==> config.mk <==
export PLATFORM = sky130hd
export DESIGN_NAME = cc_timing_core
export DESIGN_NICKNAME = d
export VERILOG_FILES = /design/src/include/cc_timing_pkg.sv /design/src/rtl/cc_debounce.sv /design/src/rtl/cc_timing_core.sv
export VERILOG_INCLUDE_DIRS = /design/src /design/src/include
export SDC_FILE = /design/constraint.sdc
export NUM_CORES = 1
export LEC_CHECK = 0
export BUFFER_PORTS_ARGS = -buffer_cell sky130_fd_sc_hd__clkbuf_2
export CORE_UTILIZATION = 60
export CTS_BUF_LIST = sky130_fd_sc_hd__clkbuf_16
export DETAILED_ROUTE_END_ITERATION = 7
export GPL_TIMING_DRIVEN = 1
export HOLD_SLACK_MARGIN = 0.08
export PLACE_DENSITY = 0.86
export SYNTH_ARGS = -nofsm -noshare
export SYNTH_HDL_FRONTEND = slang
export SYNTH_SLANG_ARGS = --single-unit
==> constraint.sdc <==
create_clock -name ref_clk_in -period 3 [get_ports ref_clk_in]
set_input_delay 0.6 -clock ref_clk_in [delete_from_list [all_inputs] [get_ports ref_clk_in]]
set_output_delay 0.6 -clock ref_clk_in [all_outputs]
set_load 0.03 [all_outputs]
==> src/include/cc_timing_params.svh <==
`ifndef CC_TIMING_PARAMS_SVH
`define CC_TIMING_PARAMS_SVH

`define CLK_PERIOD_NS 25
`define NS_PER_MS 1_000_000
`define CNT_W 23

`define CC_SETTLE_MS_00 168
`define CC_SETTLE_MS_01 84
`define CC_SETTLE_MS_10 112
`define CC_SETTLE_MS_11 140

`define VBUS_SETTLE_MS 2

`define SRC_SHARE_PCT_00 30
`define SRC_SHARE_PCT_01 40
`define SRC_SHARE_PCT_10 50
`define SRC_SHARE_PCT_11 60

`define TOGGLE_PERIOD_MS 75
`define MGMT_READY_MS 15

`define WARMUP_DONE 2'h2
`define CNT_ZERO 23'h00_0000

`endif

==> src/include/cc_timing_pkg.sv <==
package cc_timing_pkg;

    typedef enum logic [2:0] {
        ST_SAMPLE = 3'b000,
        ST_SOURCE = 3'b001,
        ST_SINK = 3'b010,
        ST_ATT_SRC = 3'b011,
        ST_ATT_SNK = 3'b100
    } link_state_t;

    typedef enum logic [1:0] {
        MODE_SOURCE = 2'b00,
        MODE_SINK = 2'b01,
        MODE_DUAL = 2'b10
    } role_mode_t;

    typedef struct packed {
        logic attached;
        logic as_sink;
        logic orient_cc2;
        logic vbus_valid;
    } cc_status_t;

endpackage : cc_timing_pkg

==> src/rtl/cc_debounce.sv <==
`include "cc_timing_params.svh"

module cc_debounce #(
    parameter int WIDTH = 1,
    parameter int CNT_W = `CNT_W
) (
    // Clock and reset
    input wire logic clk_in,
    input wire logic rst_n_in,
    // Raw pin levels and control
    input wire logic [WIDTH-1:0] raw_in,
    input wire logic restart_in,
    input wire logic [CNT_W-1:0] limit_in,
    // Results
    output logic [WIDTH-1:0] sync_out,
    output logic [WIDTH-1:0] value_out,
    output logic stable_out
);

    logic [WIDTH-1:0] meta_ff;
    logic [WIDTH-1:0] sync_ff;
    logic [WIDTH-1:0] cand_ff;
    logic [WIDTH-1:0] value_ff;
    logic [CNT_W-1:0] cnt_ff;
    logic stable_ff;

    always_ff @(posedge clk_in or negedge rst_n_in)
    begin
        if (!rst_n_in)
        begin
            meta_ff <= '0;
            sync_ff <= '0;
        end
        else
        begin
            meta_ff <= raw_in;
            sync_ff <= meta_ff;
        end
    end

    // Any change, or a role swap upstream, starts the interval over
    always_ff @(posedge clk_in or negedge rst_n_in)
    begin
        if (!rst_n_in)
        begin
            cand_ff <= '0;
            value_ff <= '0;
            cnt_ff <= `CNT_ZERO;
            stable_ff <= 1'b0;
        end
        else
        begin
            cand_ff <= sync_ff;
            if (sync_ff != cand_ff || restart_in)
            begin
                cnt_ff <= `CNT_ZERO;
                stable_ff <= 1'b0;
            end
            else if (cnt_ff < limit_in - 1'b1)
            begin
                cnt_ff <= cnt_ff + 1'b1;
            end
            else
            begin
                stable_ff <= 1'b1;
                value_ff <= cand_ff;
            end
        end
    end

    assign sync_out = sync_ff;
    assign value_out = value_ff;
    assign stable_out = stable_ff;
endmodule : cc_debounce

==> src/rtl/cc_timing_core.sv <==
// What this block does
// - Settle code 00 requires both CC levels stable 168 ms before acting.
// - Bus power sense counts as valid only after 2 ms continuously high.
// - Dual role with share code 00 presents source 30 percent of period.
// - One full dual-role source-sink-source cycle lasts 50 to 100 ms, typically 75.
// - Management port usable within 15 ms of enable; host waits till then.
// - No cable marker identification; attachment uses CC detection, plus valid bus power for a sink.
// - Role pin sampled once after reset or enable: high source, low sink, floating dual.
// - Sink attaches only after CC debounce and a valid bus power detection.
// - Floating role pin alternates source and sink until attachment resolves.
`include "cc_timing_params.svh"

module cc_timing_core #(
    parameter int SETTLE_CYC_00 =
        (`CC_SETTLE_MS_00 * `NS_PER_MS + `CLK_PERIOD_NS - 1) / `CLK_PERIOD_NS,
    parameter int SETTLE_CYC_01 =
        (`CC_SETTLE_MS_01 * `NS_PER_MS + `CLK_PERIOD_NS - 1) / `CLK_PERIOD_NS,
    parameter int SETTLE_CYC_10 =
        (`CC_SETTLE_MS_10 * `NS_PER_MS + `CLK_PERIOD_NS - 1) / `CLK_PERIOD_NS,
    parameter int SETTLE_CYC_11 =
        (`CC_SETTLE_MS_11 * `NS_PER_MS + `CLK_PERIOD_NS - 1) / `CLK_PERIOD_NS,
    parameter int VBUS_CYC =
        (`VBUS_SETTLE_MS * `NS_PER_MS + `CLK_PERIOD_NS - 1) / `CLK_PERIOD_NS,
    parameter int PERIOD_CYC = (`TOGGLE_PERIOD_MS * `NS_PER_MS) / `CLK_PERIOD_NS,
    parameter int MGMT_CYC = (`MGMT_READY_MS * `NS_PER_MS) / `CLK_PERIOD_NS
) (
    // Clock and reset
    input wire logic ref_clk_in,
    input wire logic rst_n_in,
    // Pins
    input wire logic enable_n_in,
    input wire logic role_pin_high_in,
    input wire logic role_pin_low_in,
    input wire logic [1:0] cc_detect_in,
    input wire logic bus_power_sense_input_in,
    // Settings from the management register logic
    input wire logic [1:0] cc_settle_time_field_in,
    input wire logic [1:0] source_share_field_in,
    // Results
    output logic present_source_out,
    output logic present_sink_out,
    output logic dual_role_out,
    output cc_timing_pkg::cc_status_t status_out,
    output logic mgmt_ready_out
);

    localparam int CW = `CNT_W;
    // Synchroniser and ready register come out of the budget so the pin-to-ready time holds
    localparam int MGMT_LAST = MGMT_CYC - 3;

    logic [2:0] pin_meta_ff;
    logic [2:0] pin_sync_ff;
    logic [1:0] warm_ff;
    cc_timing_pkg::role_mode_t mode_ff;
    cc_timing_pkg::link_state_t state_ff;
    cc_timing_pkg::link_state_t nxt_state;
    logic [CW-1:0] toggle_cnt_ff;
    logic [CW-1:0] mgmt_cnt_ff;
    logic mgmt_ready_ff;
    cc_timing_pkg::cc_status_t status_ff;
    logic [1:0] cc_sync;
    logic [1:0] cc_value;
    logic cc_stable;
    logic vbus_value;
    logic vbus_sync;
    logic vbus_stable;
    logic vbus_valid;
    logic en_active;
    logic warm_done;
    logic dual;
    logic hold;
    logic counting;
    logic cc_attach;
    logic cc_gone;
    cc_timing_pkg::role_mode_t role_pick;
    cc_timing_pkg::link_state_t home;
    logic [CW-1:0] settle_lim;
    logic [CW-1:0] share_lim;

    function automatic logic [CW-1:0] settle_cycles(input logic [1:0] code);
        case (code)
            2'b00: settle_cycles = CW'(SETTLE_CYC_00);
            2'b01: settle_cycles = CW'(SETTLE_CYC_01);
            2'b10: settle_cycles = CW'(SETTLE_CYC_10);
            default: settle_cycles = CW'(SETTLE_CYC_11);
        endcase
    endfunction : settle_cycles

    function automatic logic [CW-1:0] share_cycles(input logic [1:0] code);
        case (code)
            2'b00: share_cycles = CW'(PERIOD_CYC * `SRC_SHARE_PCT_00 / 100);
            2'b01: share_cycles = CW'(PERIOD_CYC * `SRC_SHARE_PCT_01 / 100);
            2'b10: share_cycles = CW'(PERIOD_CYC * `SRC_SHARE_PCT_10 / 100);
            default: share_cycles = CW'(PERIOD_CYC * `SRC_SHARE_PCT_11 / 100);
        endcase
    endfunction : share_cycles

    // Enable and role pins: index 0 enable, 1 high, 2 low
    always_ff @(posedge ref_clk_in or negedge rst_n_in)
    begin
        if (!rst_n_in)
        begin
            pin_meta_ff <= 3'h1;
            pin_sync_ff <= 3'h1;
        end
        else
        begin
            pin_meta_ff <= {role_pin_low_in, role_pin_high_in, enable_n_in};
            pin_sync_ff <= pin_meta_ff;
        end
    end

    assign en_active = !pin_sync_ff[0];
    assign settle_lim = settle_cycles(cc_settle_time_field_in);
    assign share_lim = share_cycles(source_share_field_in);

    cc_debounce #(
        .WIDTH(2),
        .CNT_W(CW)
    ) u_cc_deb (
        .clk_in(ref_clk_in),
        .rst_n_in(rst_n_in),
        .raw_in(cc_detect_in),
        .restart_in(state_ff != nxt_state),
        .limit_in(settle_lim),
        .sync_out(cc_sync),
        .value_out(cc_value),
        .stable_out(cc_stable)
    );

    cc_debounce #(
        .WIDTH(1),
        .CNT_W(CW)
    ) u_vbus_deb (
        .clk_in(ref_clk_in),
        .rst_n_in(rst_n_in),
        .raw_in(bus_power_sense_input_in),
        .restart_in(1'b0),
        .limit_in(CW'(VBUS_CYC)),
        .sync_out(vbus_sync),
        .value_out(vbus_value),
        .stable_out(vbus_stable)
    );

    // Drops at once on a low level, rises only after the full interval
    assign vbus_valid = vbus_stable && vbus_value;

    // The pin comparators need two cycles to pass the synchroniser
    always_ff @(posedge ref_clk_in or negedge rst_n_in)
    begin
        if (!rst_n_in)
            warm_ff <= 2'h0;
        else if (!en_active)
            warm_ff <= 2'h0;
        else if (warm_ff != `WARMUP_DONE)
            warm_ff <= warm_ff + 2'h1;
    end

    assign warm_done = (warm_ff == `WARMUP_DONE);
    assign role_pick = pin_sync_ff[1] ? cc_timing_pkg::MODE_SOURCE :
                       pin_sync_ff[2] ? cc_timing_pkg::MODE_SINK :
                       cc_timing_pkg::MODE_DUAL;

    // Role is taken once per reset or enable and then held
    always_ff @(posedge ref_clk_in or negedge rst_n_in)
    begin
        if (!rst_n_in)
            mode_ff <= cc_timing_pkg::MODE_SOURCE;
        else if (state_ff == cc_timing_pkg::ST_SAMPLE && warm_done)
            mode_ff <= role_pick;
    end

    assign dual = (mode_ff == cc_timing_pkg::MODE_DUAL);
    // Partner termination only; no cable marker query exists
    assign cc_attach = cc_stable && (|cc_value);
    assign cc_gone = cc_stable && !(|cc_value);
    // A partner seen mid-toggle freezes the swap so the settle can finish
    assign hold = |cc_sync;
    assign counting = dual && !hold &&
                      (state_ff == cc_timing_pkg::ST_SOURCE ||
                       state_ff == cc_timing_pkg::ST_SINK);
    assign home = (mode_ff == cc_timing_pkg::MODE_SINK) ?
                  cc_timing_pkg::ST_SINK : cc_timing_pkg::ST_SOURCE;

    always_comb
    begin
        nxt_state = state_ff;
        case (state_ff)
            cc_timing_pkg::ST_SAMPLE:
                if (warm_done)
                    nxt_state = (role_pick == cc_timing_pkg::MODE_SINK) ?
                                cc_timing_pkg::ST_SINK : cc_timing_pkg::ST_SOURCE;
            cc_timing_pkg::ST_SOURCE:
                if (cc_attach)
                    nxt_state = cc_timing_pkg::ST_ATT_SRC;
                else if (counting && toggle_cnt_ff == share_lim - 1'b1)
                    nxt_state = cc_timing_pkg::ST_SINK;
            cc_timing_pkg::ST_SINK:
                if (cc_attach && vbus_valid)
                    nxt_state = cc_timing_pkg::ST_ATT_SNK;
                else if (counting && toggle_cnt_ff == CW'(PERIOD_CYC - 1))
                    nxt_state = cc_timing_pkg::ST_SOURCE;
            cc_timing_pkg::ST_ATT_SRC:
                if (cc_gone)
                    nxt_state = home;
            cc_timing_pkg::ST_ATT_SNK:
                if (cc_gone || !vbus_valid)
                    nxt_state = home;
            default:
                nxt_state = cc_timing_pkg::ST_SAMPLE;
        endcase
        if (!en_active)
            nxt_state = cc_timing_pkg::ST_SAMPLE;
    end

    always_ff @(posedge ref_clk_in or negedge rst_n_in)
    begin
        if (!rst_n_in)
            state_ff <= cc_timing_pkg::ST_SAMPLE;
        else
            state_ff <= nxt_state;
    end

    // Source share sits at the start of every period
    always_ff @(posedge ref_clk_in or negedge rst_n_in)
    begin
        if (!rst_n_in)
            toggle_cnt_ff <= `CNT_ZERO;
        else if (!counting || nxt_state != state_ff &&
                 nxt_state != cc_timing_pkg::ST_SINK &&
                 nxt_state != cc_timing_pkg::ST_SOURCE)
            toggle_cnt_ff <= hold ? toggle_cnt_ff : `CNT_ZERO;
        else if (toggle_cnt_ff == CW'(PERIOD_CYC - 1))
            toggle_cnt_ff <= `CNT_ZERO;
        else
            toggle_cnt_ff <= toggle_cnt_ff + 1'b1;
    end

    always_ff @(posedge ref_clk_in or negedge rst_n_in)
    begin
        if (!rst_n_in)
        begin
            mgmt_cnt_ff <= `CNT_ZERO;
            mgmt_ready_ff <= 1'b0;
        end
        else if (!en_active)
        begin
            mgmt_cnt_ff <= `CNT_ZERO;
            mgmt_ready_ff <= 1'b0;
        end
        else if (mgmt_cnt_ff == CW'(MGMT_LAST))
            mgmt_ready_ff <= 1'b1;
        else
            mgmt_cnt_ff <= mgmt_cnt_ff + 1'b1;
    end

    always_ff @(posedge ref_clk_in or negedge rst_n_in)
    begin
        if (!rst_n_in)
            status_ff <= '0;
        else
        begin
            status_ff.attached <= (nxt_state == cc_timing_pkg::ST_ATT_SRC ||
                                   nxt_state == cc_timing_pkg::ST_ATT_SNK);
            status_ff.as_sink <= (nxt_state == cc_timing_pkg::ST_ATT_SNK);
            status_ff.vbus_valid <= vbus_valid;
            if (cc_attach && state_ff != nxt_state)
                status_ff.orient_cc2 <= cc_value[1];
        end
    end

    assign present_source_out = (state_ff == cc_timing_pkg::ST_SOURCE ||
                                 state_ff == cc_timing_pkg::ST_ATT_SRC);
    assign present_sink_out = (state_ff == cc_timing_pkg::ST_SINK ||
                               state_ff == cc_timing_pkg::ST_ATT_SNK);
    assign dual_role_out = dual && (state_ff != cc_timing_pkg::ST_SAMPLE);
    assign status_out = status_ff;
    assign mgmt_ready_out = mgmt_ready_ff;
endmodule : cc_timing_core

==> run metrics, run 1 <==
outcome finished clean; endpoints failing setup 0; first-pass GRT wire length 26.0 mm; pre-CTS setup slack -260 ps; register area 3110 um2; routability cong. 0.976; Synth Net Count 770; area of the multi-input gates 3560 um2; RSZ-0062 raised after global routing no; Die X 109 um; Synth cell types 66; Mapped Cells 726; CP max stage cell dfrtp_1; GRT overflow 0; hold_buf cts 0; largest net degree at the start of global routing 66; Worst Path Required 3290 ps; share of layout cells above drive strength 1 0.110; all-layer global routing usage 0.286; Avg Cell Area, Syn 9.45 um2; max-capacitance violation count 0; worst skew pair latency 410 ps; worst vdd ir 0.452 mV; Slew headroom 0.573; final worst slack 213 ps; Slew @ Worst Pin 641 ps; Routed WL 15.4 mm; full die area 11900 um2; area of the core 11000 um2; Worst EP arrival 3080 ps; YS warnings 0; initial core utilization 0.625; ys async rst share 1.00; Final HPWL DP 10.4 mm; FILL cells 781; port buffer count 19; Final Hold Vio Count 0; top cell family by delay on the critical path simple AND/OR/NAND/NOR gates; cell area power density 544 nW/um2; clock root buffer clkbuf_16; post-CTS setup buffers 0; Clock Skews 7.80 ps; critical path startpoint category flop; CP Capture Type flop; #FFs+latches synth 124; htree depth 4; Via density 6.18; CTS tree built; Core Rows 38; Lkg Pwr 3.54 nW; Hold Path Class input pin to asynchronous set/reset pin; Hold Slack 173 ps; Slew Limit Fails 0; Die Y 109 um; Mapped Area 6860 um2; Cell Chain, Critical Path or2_1, nor4_4, nand4_1, nor4_2, o31ai_2, xor2_1, nand3_1, mux2_1; # diodes 0; synth-to-layout area growth 12.9%; ANT nets after route 0; NumNets Final 796; routed via count 5594; number of synthesized flops with an enable pin 0; Tcrit/Tclk final 0.929; Synth Flop Type dfrtp_1; DR pass1 iterations 6; vias in the first global route 5516; Crit Path Class flop to flop; CTS sink count 124; commonest non-fill, non-tap cell in the layout dfrtp_1; io pins 20; Fmax achieved 0.359 GHz; crit path time final 2790 ps; CTS Buffer Depth 2; most frequent cells in the layout 122 x dfrtp_1, 86 x nor2_1, 75 x nand2_1; number of DRC markers in iteration 0 441; CP bufs+invs 0; DR WL/cell 17.0 um; DRC 0; slowest stage delay, CP 400 ps; CTS buffer count 17; initial antenna violation count 0; clock slew at reported path FFs 50 ps; sequential share of the synthesized area 0.453; CP Max Fanout 5
-- logic make-up after synthesis --
| logic type | after synthesis | synth area share |
|---|---|---|
| simple gates | 347 | 0.268 |
| flops | 124 | 0.453 |
| compound gates | 91 | 0.0859 |
| xor+xnor | 68 | 0.0895 |
| buf+inv | 54 | 0.0315 |
| fa+ha+maj | 32 | 0.0583 |
| mux | 9 | 0.0137 |
| other cells | 1 | 0.000546 |
-- metrics by stage --
stage	TNS, ps	util	power, mW	cell area, um2	instances
2_1_floorplan	0	-	2.13	6860	726
3_3_place_gp	-1290	0.653	2.26	7170	873
5_1_grt	0	0.705	4.37	7740	905
4_1_cts	0	0.704	4.23	7730	905
6_report	0	0.705	4.22	7740	905
3_5_place_dp	-3420	0.653	2.29	7170	873
-- registers in the layout, indices dropped and copies added (netlist names), 3 cells and up --
register and count:
mgmt_cnt_ff 23, toggle_cnt_ff 23, u_cc_deb.cnt_ff 23, u_vbus_deb.cnt_ff 23
status_out 4, pin_meta_ff 3, pin_sync_ff 3, state_ff 3
-- area by class of cell --
class	instances	share of cell area
flip-flops and latches	124	0.401
clock buffers	17	0.0549
inverters	21	0.0102
clock inverters	15	0.0176
repair buffers	40	0.0346
well taps	140	0.0226
multi-input cells	548	0.459
-- path summary, 6_finish.rpt --
kind / start / end / slack, ps / cells after the start
max: u_cc_deb.sync_out[0] / u_cc_deb.value_out[0] / 210 / 8
min: rst_n_in / toggle_cnt_ff[4] / 170 / 1
max reg2reg: u_cc_deb.sync_out[0] / u_cc_deb.value_out[0] / 210 / 8
min reg2reg: pin_meta_ff[2] / pin_sync_ff[2] / 350 / 0
max in group asynchronous: rst_n_in / pin_meta_ff[0] / 2090 / 2
min in group ref_clk_in: enable_n_in / pin_meta_ff[0] / 270 / 1
-- cell usage after synthesis, drive strengths merged (2+ instances only) --
master / number / area (um2)
dfstp: 2 / 52.6
nor4: 11 / 90.1
a21oi: 20 / 100
nand2: 75 / 282
nand2b: 9 / 56.3
nand4: 31 / 194
and3: 26 / 163
nor4b: 7 / 61.3
and4: 7 / 61.3
or3: 9 / 56.3
a31oi: 2 / 12.5
o21ai: 33 / 165
nor2b: 4 / 25.0
a211oi: 3 / 22.5
o2111ai: 2 / 17.5
nand3: 31 / 168
dfrtp: 122 / 3050
or2: 3 / 18.8
inv: 21 / 78.8
ha: 32 / 400
xor2: 46 / 422
nor3b: 6 / 45.0
nand3b: 4 / 30.0
nand4bb: 3 / 33.8
o22ai: 2 / 12.5
and2: 12 / 75.1
clkbuf: 23 / 86.3
buf: 10 / 51.3
mux2: 3 / 33.8
xnor2: 22 / 193
o31ai: 4 / 35.0
a2111oi: 2 / 36.3
nand4b: 3 / 26.3
o32ai: 2 / 17.5
a21o: 5 / 37.5
mux2i: 6 / 60.1
nor3: 14 / 75.1
o21bai: 3 / 22.5
o211ai: 3 / 22.5
nor2: 86 / 323
and4b: 3 / 30.0
-- power breakdown --
group	internal (mW)	switching [mW]	total, mW
combinational	0.169	0.329	0.498
clock	1.20	0.728	1.93
sequential	1.73	0.0603	1.79
total	3.10	1.12	4.22
-- metal layers --
metal / share of wire / global-route usage
met3: 0.052 / 0.0484
met5: 0 / 0
met1: 0.42 / 0.362
met4: 0.020 / 0.147
met2: 0.50 / 0.473
-- timing repair --
item / in CTS / in global routing
endpoints found under the hold margin: 0 / 0
gates resized for setup: 0 / 4
setup endpoints to repair: 0 / 27
(Power assumes the default switching activity.)
==> run 2: changes to the inputs <==
--- a/config.mk
+++ b/config.mk
@@ -7,12 +7,14 @@
 export NUM_CORES = 1
 export LEC_CHECK = 0
 export BUFFER_PORTS_ARGS = -buffer_cell sky130_fd_sc_hd__clkbuf_2
+export CAP_MARGIN = 0
 export CORE_UTILIZATION = 60
 export CTS_BUF_LIST = sky130_fd_sc_hd__clkbuf_16
 export DETAILED_ROUTE_END_ITERATION = 7
 export GPL_TIMING_DRIVEN = 1
 export HOLD_SLACK_MARGIN = 0.08
 export PLACE_DENSITY = 0.86
+export SKIP_CTS_REPAIR_TIMING = 1
 export SYNTH_ARGS = -nofsm -noshare
 export SYNTH_HDL_FRONTEND = slang
 export SYNTH_SLANG_ARGS = --single-unit
==> constraint.sdc (replaced) <==
create_clock -name ref_clk_in -period 2.6 [get_ports ref_clk_in]
set_input_delay 0.52 -clock ref_clk_in [delete_from_list [all_inputs] [get_ports ref_clk_in]]
set_output_delay 0.52 -clock ref_clk_in [all_outputs]
set_load 0.03 [all_outputs]
==> run 2 against run 1 <==
The flow now finishes with violations (setup timing). Global-route usage is 0.80 points lower. Cell count is 5.7% higher. Core utilization is 7.2 points higher. Worst setup slack worse by 350 ps. Non-clock buffer count is 51 higher. Largest power group unchanged.
==> run metrics, run 2 (synthesis results as in run 1) <==
DRC 0; largest net degree at the start of global routing 125; Seq pwr share 0.389; worst skew pair latency 430 ps; met2 GRT Util 0.469; reg2reg setup slack -130 ps; CTS sink count 124; Core Rows 38; max-capacitance violation count 0; Slew @ Worst Pin 659 ps; Die X 109 um; routing usage on met1 0.337; Clock power frac 0.450; met3 Resource Use GR 0.0699; area of the core 11000 um2; GRT overflow 0; htree depth 4; violated checks setup timing; most frequent cells in the layout 115 x dfrtp_1, 75 x nand2_1, 69 x nor2_1; DR WL/cell 18.1 um; ANT nets after route 0; critical path startpoint category flop; GR peak layer met2; commonest non-fill, non-tap cell in the layout dfrtp_1; Cell Int Power 3.91 mW; endpoints failing setup 26; Lkg Pwr 3.86 nW; port buffer count 19; initial core utilization 0.625; clock root buffer clkbuf_16; R2R cell count 11; crit path time final 2730 ps; number of DRC markers in iteration 0 435; pre-CTS setup slack -307 ps; Final Instance Count excl. Fillers 957; Die Y 109 um; initial antenna violation count 0; Clock Skews 11.7 ps; final core occ 0.778; vias in the first global route 5560; routability cong. 0.907; Tcrit/Tclk final 1.05; Routed WL 17.3 mm; Slew headroom 0.561; Via density 6.19; first-pass GRT wire length 25.5 mm; cell area power density 618 nW/um2; Fmax achieved 0.366 GHz; CP Capture Type flop; FILL cells 667; Slew Limit Fails 0; NumNets Final 848; CTS tree built; combinational share of power 0.161; clock slew at reported path FFs 50 ps; # diodes 0; Hold Path Class input pin to asynchronous set/reset pin; synth-to-layout area growth 24.4%; io pins 20; worst vdd ir 0.605 mV; all-layer global routing usage 0.278; Final Hold Vio Count 0; RSZ-0062 raised after global routing yes; Crit Path Class flop to flop; CTS buffer count 17; final worst slack -134 ps; Worst Path Required 2940 ps; Sw Share 0.259; CTS Buffer Depth 2; P_sw 1.36 mW; DR pass1 iterations 5; routed via count 5921; CP Max Fanout 9; Final HPWL DP 10.1 mm; total power 5.28 mW; share of layout cells above drive strength 1 0.231; Worst R2R Start state_ff[1]; outcome complete, but fails checks; placed cells 902; full die area 11900 um2; reg-to-reg endpoint u_cc_deb.cnt_ff[10]; Worst EP arrival 3070 ps
==> run 2: critical path: stages (launching register included) <==
cell and delay (ps):
dfrtp_2 480, nand2b_1 190, o32ai_1 370, nand2_1 230, inv_1 140, xnor2_1 130
nand2_1 130, a211oi_4 320, nand4_1 190, buf_6 190, clkbuf_16 160, a21oi_1 120
==> run 2: per-layer routing <==
metal,part of all wire,vias up
met5,0,-
met4,0.032,0
met3,0.059,62
met2,0.51,230
met1,0.40,2925
li1,-,2704
==> run 2: how the worst max path moves through the flow <==
stage / startpoint / depth (start not counted) / slack [ps] / to
final: state_ff[1] / 11 / -130 / u_cc_deb.cnt_ff[10]
after global routing: state_ff[1] / 11 / -220 / u_cc_deb.cnt_ff[10]
after CTS: toggle_cnt_ff[1] / 9 / -370 / status_out[1]
after detailed placement: cc_settle_time_field_in[1] / 13 / -310 / u_cc_deb.cnt_ff[17]
after global placement: source_share_field_in[0] / 11 / -190 / u_cc_deb.value_out[1]
after floorplan: cc_settle_time_field_in[1] / 12 / 2 / u_cc_deb.value_out[0]
==> run 2: final cells by class <==
| class | instances | area (um2) | area share |
|---|---|---|---|
| Multi-Input combinational cell | 549 | 3850 | 0.451 |
| Sequential cell | 124 | 3110 | 0.365 |
| Timing Repair Buffer | 91 | 734 | 0.0860 |
| Clock buffer | 17 | 425 | 0.0498 |
| Tap cell | 140 | 175 | 0.0205 |
| Clock inverter | 15 | 164 | 0.0192 |
| Inverter | 21 | 78.8 | 0.00923 |
==> run 2: power by group through the flow <==
| stage | clock, mW | combinational, mW | sequential, mW |
|---|---|---|---|
| after floorplan | 0 | 0.396 | 2.06 |
| after global placement | 0 | 0.598 | 2.08 |
| after detailed placement | 0 | 0.626 | 2.08 |
| after CTS | 2.40 | 0.639 | 2.05 |
| after global routing | 2.49 | 0.910 | 2.06 |
| final | 2.37 | 0.848 | 2.05 |
==> run 2: stage by stage <==
stage / hold WS [ps] / area, um2 / setup TNS [ps]
floorplan: 224 / 6890 / 0
global placement: 335 / 7410 / -5330
detailed placement: 336 / 7410 / -10010
CTS: 171 / 8000 / -7450
global route: 180 / 8540 / -4800
finish: 176 / 8540 / -2290
